==> config.mk <==
export PLATFORM = sky130hd
export DESIGN_NAME = tbod_decoder
export DESIGN_NICKNAME = d
export VERILOG_FILES = /design/src/logic/tbod_decoder.v /design/src/logic/tbod_table.v
export VERILOG_INCLUDE_DIRS = /design/src /design/src/logic
export SDC_FILE = /design/constraint.sdc
export NUM_CORES = 1
export LEC_CHECK = 0
export ABC_AREA = 1
export BUFFER_PORTS_ARGS = -buffer_cell sky130_fd_sc_hd__buf_2
export CAP_MARGIN = 20
export CELL_PAD_IN_SITES_DETAIL_PLACEMENT = 2
export CELL_PAD_IN_SITES_GLOBAL_PLACEMENT = 2
export CORE_UTILIZATION = 36
export CTS_BUF_LIST = sky130_fd_sc_hd__clkbuf_4
export DETAILED_ROUTE_END_ITERATION = 10
export PLACE_DENSITY = 0.95
export SKIP_CTS_REPAIR_TIMING = 1
export SLEW_MARGIN = 20
export SYNTH_ARGS = -nofsm -noshare
export SYNTH_HDL_FRONTEND = slang
export SYNTH_SLANG_ARGS = --single-unit
==> constraint.sdc <==
create_clock -name sys_clk -period 4.45 [get_ports sys_clk]
set_input_delay 0.445 -clock sys_clk [delete_from_list [all_inputs] [get_ports sys_clk]]
set_output_delay 0.445 -clock sys_clk [all_outputs]
set_load 0.02 [all_outputs]
==> src/logic/tbod_map.vh <==
// Opcode, length and cycle constants for the transfer and branch opcode decoder
// Behaviour
// - 0xE8-0xEF load accumulator from working register, one byte, one clock.
// - 0xE5 load accumulator from direct byte, two bytes, two clocks.
// - 0xE6-0xE7 load accumulator indirect through R0/R1, one byte, two clocks.
// - 0x74 load accumulator with immediate byte, two bytes, two clocks.
// - 0xF8-0xFF copy accumulator to working register, one byte, one clock.
// - 0xA8-0xAF copy direct byte to working register, two bytes, three clocks.
// - 0x85 copy direct byte to direct byte, three bytes, three clocks.
// - 0x90 load 16-bit constant into data pointer, three bytes, three clocks.
// - 0x93 read code at data pointer plus accumulator, one byte, five clocks.
// - 0x83 read code at program counter plus accumulator, one byte, four clocks.
// - 0xE0 read external data at data pointer, two clocks for both spaces.
// - 0xF2/0xF3 external write: off-core 4 internal code else 5, secondary 3.
// - 0xF0 external write: off-core 3 internal code else 4, secondary 2.
// - 0xC0 push three clocks, 0xD0 pop two clocks, both two bytes.
// - 0xD6-0xD7 swap low nibble with indirect byte, one byte, three clocks.
// - 0x73 jump to accumulator plus data pointer, one byte, five clocks.
// - 0x60 branch if accumulator zero, 0x70 if nonzero; two bytes, four clocks.
// - 0x40 branch if carry set, 0x50 if clear; two bytes, three clocks.
// - 0x10 test bit, clear and branch if set; three bytes, five clocks.
// - 0xB5 compare accumulator with direct byte, branch if unequal; 3 bytes, 5 clocks.
// - 0xB8-0xBF compare register with immediate, branch if unequal; 3 bytes, 4 clocks.
// - 0xD8-0xDF decrement register, branch if nonzero; two bytes, four clocks.
`ifndef TBOD_MAP_VH
`define TBOD_MAP_VH

// ==========================================================================
// Operation classes
`define TBOD_OP_NONE      5'h00
`define TBOD_OP_MOV_A_RN  5'h01
`define TBOD_OP_MOV_A_DIR 5'h02
`define TBOD_OP_MOV_A_IND 5'h03
`define TBOD_OP_MOV_A_IMM 5'h04
`define TBOD_OP_MOV_RN_A  5'h05
`define TBOD_OP_MOV_RN_DIR 5'h06
`define TBOD_OP_MOV_DIR_DIR 5'h07
`define TBOD_OP_LOAD_DP   5'h08
`define TBOD_OP_CODE_DP   5'h09
`define TBOD_OP_CODE_PC   5'h0A
`define TBOD_OP_XRD_DP    5'h0B
`define TBOD_OP_XWR_RI    5'h0C
`define TBOD_OP_XWR_DP    5'h0D
`define TBOD_OP_PUSH      5'h0E
`define TBOD_OP_POP       5'h0F
`define TBOD_OP_XCHD      5'h10
`define TBOD_OP_JMP_IND   5'h11
`define TBOD_OP_JZ        5'h12
`define TBOD_OP_JNZ       5'h13
`define TBOD_OP_JC        5'h14
`define TBOD_OP_JNC       5'h15
`define TBOD_OP_JBC       5'h16
`define TBOD_OP_CJNE_DIR  5'h17
`define TBOD_OP_CJNE_RN   5'h18
`define TBOD_OP_DJNZ_RN   5'h19

// ==========================================================================
// Cycle counts that depend on the data space
`define TBOD_CYC_XWR_RI_INT  3'h4
`define TBOD_CYC_XWR_RI_EXT  3'h5
`define TBOD_CYC_XWR_RI_SEC  3'h3
`define TBOD_CYC_XWR_DP_INT  3'h3
`define TBOD_CYC_XWR_DP_EXT  3'h4
`define TBOD_CYC_XWR_DP_SEC  3'h2

`endif

==> src/logic/tbod_decoder.v <==
// Transfer and branch opcode decoder with operand sequencing and cycle timing
`timescale 1ns/1ps
`include "tbod_map.vh"

module tbod_decoder
(
    input  wire        sys_clk,
    input  wire        rst_b,
    input  wire        clk_en,
    input  wire        fetch_valid,
    input  wire [7:0]  fetch_byte,
    input  wire        code_internal,
    input  wire        target_secondary,
    output reg         fetch_ready,
    output reg         pc_step,
    output reg  [4:0]  op_class,
    output reg  [2:0]  reg_sel,
    output reg  [1:0]  op_len,
    output reg  [2:0]  op_cycles,
    output reg  [7:0]  operand1,
    output reg  [7:0]  operand2,
    output reg         issue,
    output reg         busy
);

    // ==========================================================================
    // States
    localparam ST_OPC  = 2'h0;
    localparam ST_DEC  = 2'h1;
    localparam ST_OPND = 2'h2;
    localparam ST_EXEC = 2'h3;

    reg  [1:0] state;
    reg  [7:0] opc;
    reg  [1:0] got;
    reg  [2:0] cnt;
    reg  [2:0] next_cyc;
    wire [4:0] t_class;
    wire [1:0] t_len;
    wire [2:0] t_cyc;
    wire       t_valid;

    tbod_table u_table
    (
        .sys_clk  (sys_clk),
        .rst_b    (rst_b),
        .clk_en   (clk_en),
        .load     (state == ST_OPC && fetch_valid),
        .opcode   (fetch_byte),
        .op_class (t_class),
        .op_len   (t_len),
        .op_cyc   (t_cyc),
        .op_valid (t_valid)
    );

    // ==========================================================================
    // External write timing depends on target space and where code runs
    always @*
    begin
        next_cyc = t_cyc;
        if (t_class == `TBOD_OP_XWR_RI)
            next_cyc = target_secondary ? `TBOD_CYC_XWR_RI_SEC :
                       code_internal ? `TBOD_CYC_XWR_RI_INT : `TBOD_CYC_XWR_RI_EXT;
        else if (t_class == `TBOD_OP_XWR_DP)
            next_cyc = target_secondary ? `TBOD_CYC_XWR_DP_SEC :
                       code_internal ? `TBOD_CYC_XWR_DP_INT : `TBOD_CYC_XWR_DP_EXT;
    end

    // ==========================================================================
    // Sequencer
    always @(posedge sys_clk or negedge rst_b)
    begin
        if (!rst_b)
        begin
            state       <= ST_OPC;
            opc         <= 8'h00;
            got         <= 2'h0;
            cnt         <= 3'h0;
            fetch_ready <= 1'b1;
            pc_step     <= 1'b0;
            op_class    <= `TBOD_OP_NONE;
            reg_sel     <= 3'h0;
            op_len      <= 2'h1;
            op_cycles   <= 3'h1;
            operand1    <= 8'h00;
            operand2    <= 8'h00;
            issue       <= 1'b0;
            busy        <= 1'b0;
        end
        else if (clk_en)
        begin
            issue   <= 1'b0;
            pc_step <= 1'b0;
            case (state)
                ST_OPC:
                begin
                    if (fetch_valid)
                    begin
                        // program counter passes each taken byte
                        pc_step     <= 1'b1;
                        opc         <= fetch_byte;
                        fetch_ready <= 1'b0;
                        busy        <= 1'b1;
                        state       <= ST_DEC;
                    end
                end
                ST_DEC:
                begin
                    op_class  <= t_class;
                    op_len    <= t_len;
                    op_cycles <= next_cyc;
                    // low opcode bits pick register, bit 0 for indirect
                    reg_sel   <= opc[2:0];
                    got       <= 2'h1;
                    if (!t_valid)
                    begin
                        // Opcodes outside this group pass as one-byte, one-clock
                        op_class    <= `TBOD_OP_NONE;
                        op_cycles   <= 3'h1;
                        issue       <= 1'b1;
                        fetch_ready <= 1'b1;
                        busy        <= 1'b0;
                        state       <= ST_OPC;
                    end
                    else if (t_len == 2'h1)
                    begin
                        cnt   <= next_cyc;
                        issue <= 1'b1;
                        state <= ST_EXEC;
                    end
                    else
                    begin
                        fetch_ready <= 1'b1;
                        cnt         <= next_cyc;
                        state       <= ST_OPND;
                    end
                end
                ST_OPND:
                begin
                    if (fetch_valid)
                    begin
                        // operands taken in order after the opcode
                        pc_step <= 1'b1;
                        if (got == 2'h1)
                            operand1 <= fetch_byte;
                        else
                            operand2 <= fetch_byte;
                        got <= got + 2'h1;
                        if (got + 2'h1 == op_len)
                        begin
                            fetch_ready <= 1'b0;
                            issue       <= 1'b1;
                            state       <= ST_EXEC;
                        end
                    end
                end
                ST_EXEC:
                begin
                    // Hold busy for the stated clock count after issue; the decode clock is not counted
                    if (cnt <= 3'h1)
                    begin
                        fetch_ready <= 1'b1;
                        busy        <= 1'b0;
                        state       <= ST_OPC;
                    end
                    else
                        cnt <= cnt - 3'h1;
                end
                default:
                    state <= ST_OPC;
            endcase
        end
    end

endmodule // tbod_decoder

==> src/logic/tbod_table.v <==
// Registered opcode table: class, length and base cycle count per opcode
`timescale 1ns/1ps
`include "tbod_map.vh"

module tbod_table
(
    input  wire       sys_clk,
    input  wire       rst_b,
    input  wire       clk_en,
    input  wire       load,
    input  wire [7:0] opcode,
    output reg  [4:0] op_class,
    output reg  [1:0] op_len,
    output reg  [2:0] op_cyc,
    output reg        op_valid
);

    reg [4:0] c;
    reg [1:0] l;
    reg [2:0] y;

    // ==========================================================================
    // Decode
    always @*
    begin
        c = `TBOD_OP_NONE;
        l = 2'h1;
        y = 3'h1;
        casez (opcode)
            8'b1110_1???: begin c = `TBOD_OP_MOV_A_RN; l = 2'h1; y = 3'h1; end
            8'hE5: begin c = `TBOD_OP_MOV_A_DIR; l = 2'h2; y = 3'h2; end
            8'b1110_011?: begin c = `TBOD_OP_MOV_A_IND; l = 2'h1; y = 3'h2; end
            8'h74: begin c = `TBOD_OP_MOV_A_IMM; l = 2'h2; y = 3'h2; end
            8'b1111_1???: begin c = `TBOD_OP_MOV_RN_A; l = 2'h1; y = 3'h1; end
            8'b1010_1???: begin c = `TBOD_OP_MOV_RN_DIR; l = 2'h2; y = 3'h3; end
            8'h85: begin c = `TBOD_OP_MOV_DIR_DIR; l = 2'h3; y = 3'h3; end
            8'h90: begin c = `TBOD_OP_LOAD_DP; l = 2'h3; y = 3'h3; end
            8'h93: begin c = `TBOD_OP_CODE_DP; l = 2'h1; y = 3'h5; end
            8'h83: begin c = `TBOD_OP_CODE_PC; l = 2'h1; y = 3'h4; end
            8'hE0: begin c = `TBOD_OP_XRD_DP; l = 2'h1; y = 3'h2; end
            8'b1111_001?: begin c = `TBOD_OP_XWR_RI; l = 2'h1; y = 3'h5; end
            8'hF0: begin c = `TBOD_OP_XWR_DP; l = 2'h1; y = 3'h4; end
            8'hC0: begin c = `TBOD_OP_PUSH; l = 2'h2; y = 3'h3; end
            8'hD0: begin c = `TBOD_OP_POP; l = 2'h2; y = 3'h2; end
            8'b1101_011?: begin c = `TBOD_OP_XCHD; l = 2'h1; y = 3'h3; end
            8'h73: begin c = `TBOD_OP_JMP_IND; l = 2'h1; y = 3'h5; end
            8'h60: begin c = `TBOD_OP_JZ; l = 2'h2; y = 3'h4; end
            8'h70: begin c = `TBOD_OP_JNZ; l = 2'h2; y = 3'h4; end
            8'h40: begin c = `TBOD_OP_JC; l = 2'h2; y = 3'h3; end
            8'h50: begin c = `TBOD_OP_JNC; l = 2'h2; y = 3'h3; end
            8'h10: begin c = `TBOD_OP_JBC; l = 2'h3; y = 3'h5; end
            8'hB5: begin c = `TBOD_OP_CJNE_DIR; l = 2'h3; y = 3'h5; end
            8'b1011_1???: begin c = `TBOD_OP_CJNE_RN; l = 2'h3; y = 3'h4; end
            8'b1101_1???: begin c = `TBOD_OP_DJNZ_RN; l = 2'h2; y = 3'h4; end
            default: begin c = `TBOD_OP_NONE; l = 2'h1; y = 3'h1; end
        endcase
    end

    always @(posedge sys_clk or negedge rst_b)
    begin
        if (!rst_b)
        begin
            op_class <= `TBOD_OP_NONE;
            op_len   <= 2'h1;
            op_cyc   <= 3'h1;
            op_valid <= 1'b0;
        end
        else if (clk_en && load)
        begin
            op_class <= c;
            op_len   <= l;
            op_cyc   <= y;
            op_valid <= (c != `TBOD_OP_NONE);
        end
    end

endmodule // tbod_table

==> summary.txt <==
Placed design
  – Final GP Congestion: between 0.8 and 0.9
  – Post-DP HPWL: 7570 um
  – PortBufs: 46
  – Placed Area: 0.00334 mm^2
  – Place WS: 2.21 ns

Power and ir drop
  – Power density cells: 569 mW/mm^2
  – P_int: 1040 uW
  – NetSw: 898 uW
  – Worst vdd ir: 244 uV
  – Leakage power figure: between 0.0015 and 0.002 uW
  – Switching Share: 0.464
  – Seq pwr share: 0.435
  – Clock network power share: 0.125
  – Combinational Power Share: 0.440

Routing
  – Via count: between 2000 and 3000
  – Post-route ant nets: 0
  – Drt drc: 0
  – Drt pass-1 iters: 4
  – Vias/cell: 5.21
  – Drt wl/cell: roughly 19 um
  – Final wirelength: between 10000 and 15000 um
  – DR iter-0 viols: 81

Global route
  – Initial antenna violation count: 0
  – Largest net degree at the start of global routing: 55
  – Met2 Usage GRT: 0.480
  – Met3 global-route usage: 0.0415
  – GRT Max-Usage Layer: met2
  – First-pass GRT wire length: 17300 um
  – Vias in the first global route: 3222
  – Remaining Overflow, GRT: 0
  – Global-route usage over all layers: 0.262
  – Met1 usage: 0.296

CTS
  – Inserted Clock Buffers: 5
  – CTS Buffer Depth: 2
  – Clk slew on worst S/H paths: ~0.17 ns
  – CTS Root Cell: clkbuf_4
  – CTS tree: yes
  – Clk sink count: 54
  – Clock Latency Late Sink: 0.41 ns
  – H-tree level count: 2

Critical path
  – Crit path max fanout: 15
  – Worst Path Required: 4.78 ns
  – Crit path capture type: flip-flop
  – CP arrival: 2.64 ns
  – Crit Path Class: flip-flop to flip-flop
  – Startpoint types: flip-flop

Synthesis
  – Adder-Cell Fraction of Synth Area: 0.0292
  – Register area share after synthesis: 0.452
  – Syn avg cell area: 7.72 um^2
  – Most frequent cells after synthesis: nand2_1, dfrtp_1, nor2_1, o21ai_0, inv_1
  – Ys flop type: dfrtp_1
  – Post-synth EDFFs: 0
  – Top-count cell post-synth: nand2_1
  – Area contributors post-synth: dfrtp_1, nand2_1, o21ai_0
  – Area share of the largest cell type after synthesis: 0.408
  – Mux contribution to synthesized area: 0
  – Largest family of logic cells by synthesized area: simple AND/OR/NAND/NOR gates
  – Post-synth top area cell: dfrtp_1
  – Yosys cell types: 33
  – Syn Nets: 410
  – Synth Area in XOR/XNOR: 0.0117
  – Synth Area in Simple Gates: 0.331
  – Compound-Gate Fraction of Synth Area: 0.117
  – Yosys reg bits: 54
  – Synth Instances: 389
  – YS warnings: 0
  – Mapped Area: 0.00300 mm^2
  – Async SR Flop Fraction: 1.00

STA
  – Worst slew pin tran: 0.736 ns
  – Final hold viol count: 0
  – Max_slew headroom: 0.509
  – Final Cycle Share: 0.521
  – Final WS setup: 2.13 ns
  – FMAX: 432 MHz
  – Final setup viols: 0
  – Final setup skew: 0.00748 ns
  – RSZ-0062 raised after global routing: no
  – Setup tns final: 0 ns
  – Fin crit period: 2.32 ns
  – Slew Viols, Final: 0

Layout
  – # diodes: 0
  – # nets final: ~460
  – Fill count: 930
  – Final core occ: 0.431
  – Fin area: 0.00340 mm^2
  – Synth-to-layout area growth: 13.2%
  – Layout cell share with drive strength beyond 1: 0.235

Floorplanning
  – CORE AREA: 0.00789 mm^2
  – Die area: 0.00871 mm^2
  – Die Height: 93.3 um
  – Starting Density: 0.381
  – Chip width: about 93 um
  – Row cnt: 32
  – # IOs: 47

Outcome
  – Status: complete, no violations

Flow run
  – MaxCap Viol Count: 0

Hold path
  – HP Class: input pin to asynchronous set/reset pin
[per-layer routing]
metal / vias to the layer above / wire length [um]
met1: 1382 / 4160
li1: 1334 / -
met2: 77 / 5520
met3: 28 / 359
met5: - / 0
met4: 0 / 397
[logic make-up (layout without fill, tap and decap cells)]
| group | Yosys count | after routing |
|---|---|---|
| adder cells (fa/ha/maj) | 7 | 7 |
| AO/OA/AOI/OAI | 65 | 65 |
| XOR/XNOR | 4 | 4 |
| flip-flops | 54 | 54 |
| buffers and inverters | 45 | 95 |
| AND/OR/NAND/NOR | 214 | 214 |
[cell type report]
class | count | area [um^2] | area share
Timing Repair Buffer | 47 | 238 | 0.0700
Clock inverter | 3 | 21.3 | 0.00626
Clock buffer | 5 | 37.5 | 0.0110
Inverter | 40 | 150 | 0.0442
Sequential cell | 54 | 1360 | 0.399
Multi-Input combinational cell | 290 | 1470 | 0.432
Tap cell | 102 | 128 | 0.0376
[layout by cell type (no fill, tap or decap), drive strengths merged, types with 2 or more instances in the layout]
master,n
and2,3
o211ai,2
nand4,3
dfstp,5
inv,40
nor2,58
ha,7
nand3,18
a22o,2
buf,47
clkbuf,5
a21oi,13
clkinv,2
xor2,3
nand2,130
o21ai,43
dfrtp,49
[power groups by stage]
stage | clock network, uW | logic [uW] | registers, uW
floorplan | 0 | 393 | 969
global placement | 0 | 776 | 826
detailed placement | 0 | 842 | 849
CTS | 246 | 864 | 844
global route | 255 | 941 | 865
finish | 241 | 850 | 842
[path summary, 6_finish.rpt]
path / from / end / slack [ns] / cells past startpoint
worst max-delay path: state[0] / u_table.op_len[1] / 2.13 / 6
worst min-delay path: rst_b / got[1] / 0.14 / 2
worst max register to register: state[0] / u_table.op_len[1] / 2.13 / 6
worst min register to register: u_table.op_len[0] / u_table.op_len[0] / 0.50 / 2
max in group asynchronous: rst_b / op_class[3] / 3.81 / 2
min in group sys_clk: clk_en / issue / 0.32 / 3
[state kept, by name, summed over array words and instances, names as in the netlist, 2 cells and up, named ones only]
register / flops
op_len: 2
got: 2
reg_sel: 3
u_table.op_cyc: 3
op_class: 5
u_table.op_len: 2
u_table.op_class: 5
op_cycles: 3
opc: 3
operand2: 8
operand1: 8
cnt: 3
[critical path: stages, from the launching register on]
cell     delay [ns]
dfrtp_1        0.46
inv_1          0.16
ha_1           0.24
nand3_1        0.47
inv_1          0.54
nand3_1        0.15
o21a_1         0.21
[through the flow]
| stage | hold WS (ns) | power [uW] | instances |
|---|---|---|---|
| floorplan | 0.149 | 1360 | 389 |
| global placement | 0.455 | 1600 | 533 |
| detailed placement | 0.471 | 1690 | 533 |
| CTS | 0.161 | 1950 | 541 |
| global route | 0.176 | 2060 | 541 |
| finish | 0.138 | 1930 | 541 |
Power figures use the tool's default switching activity.
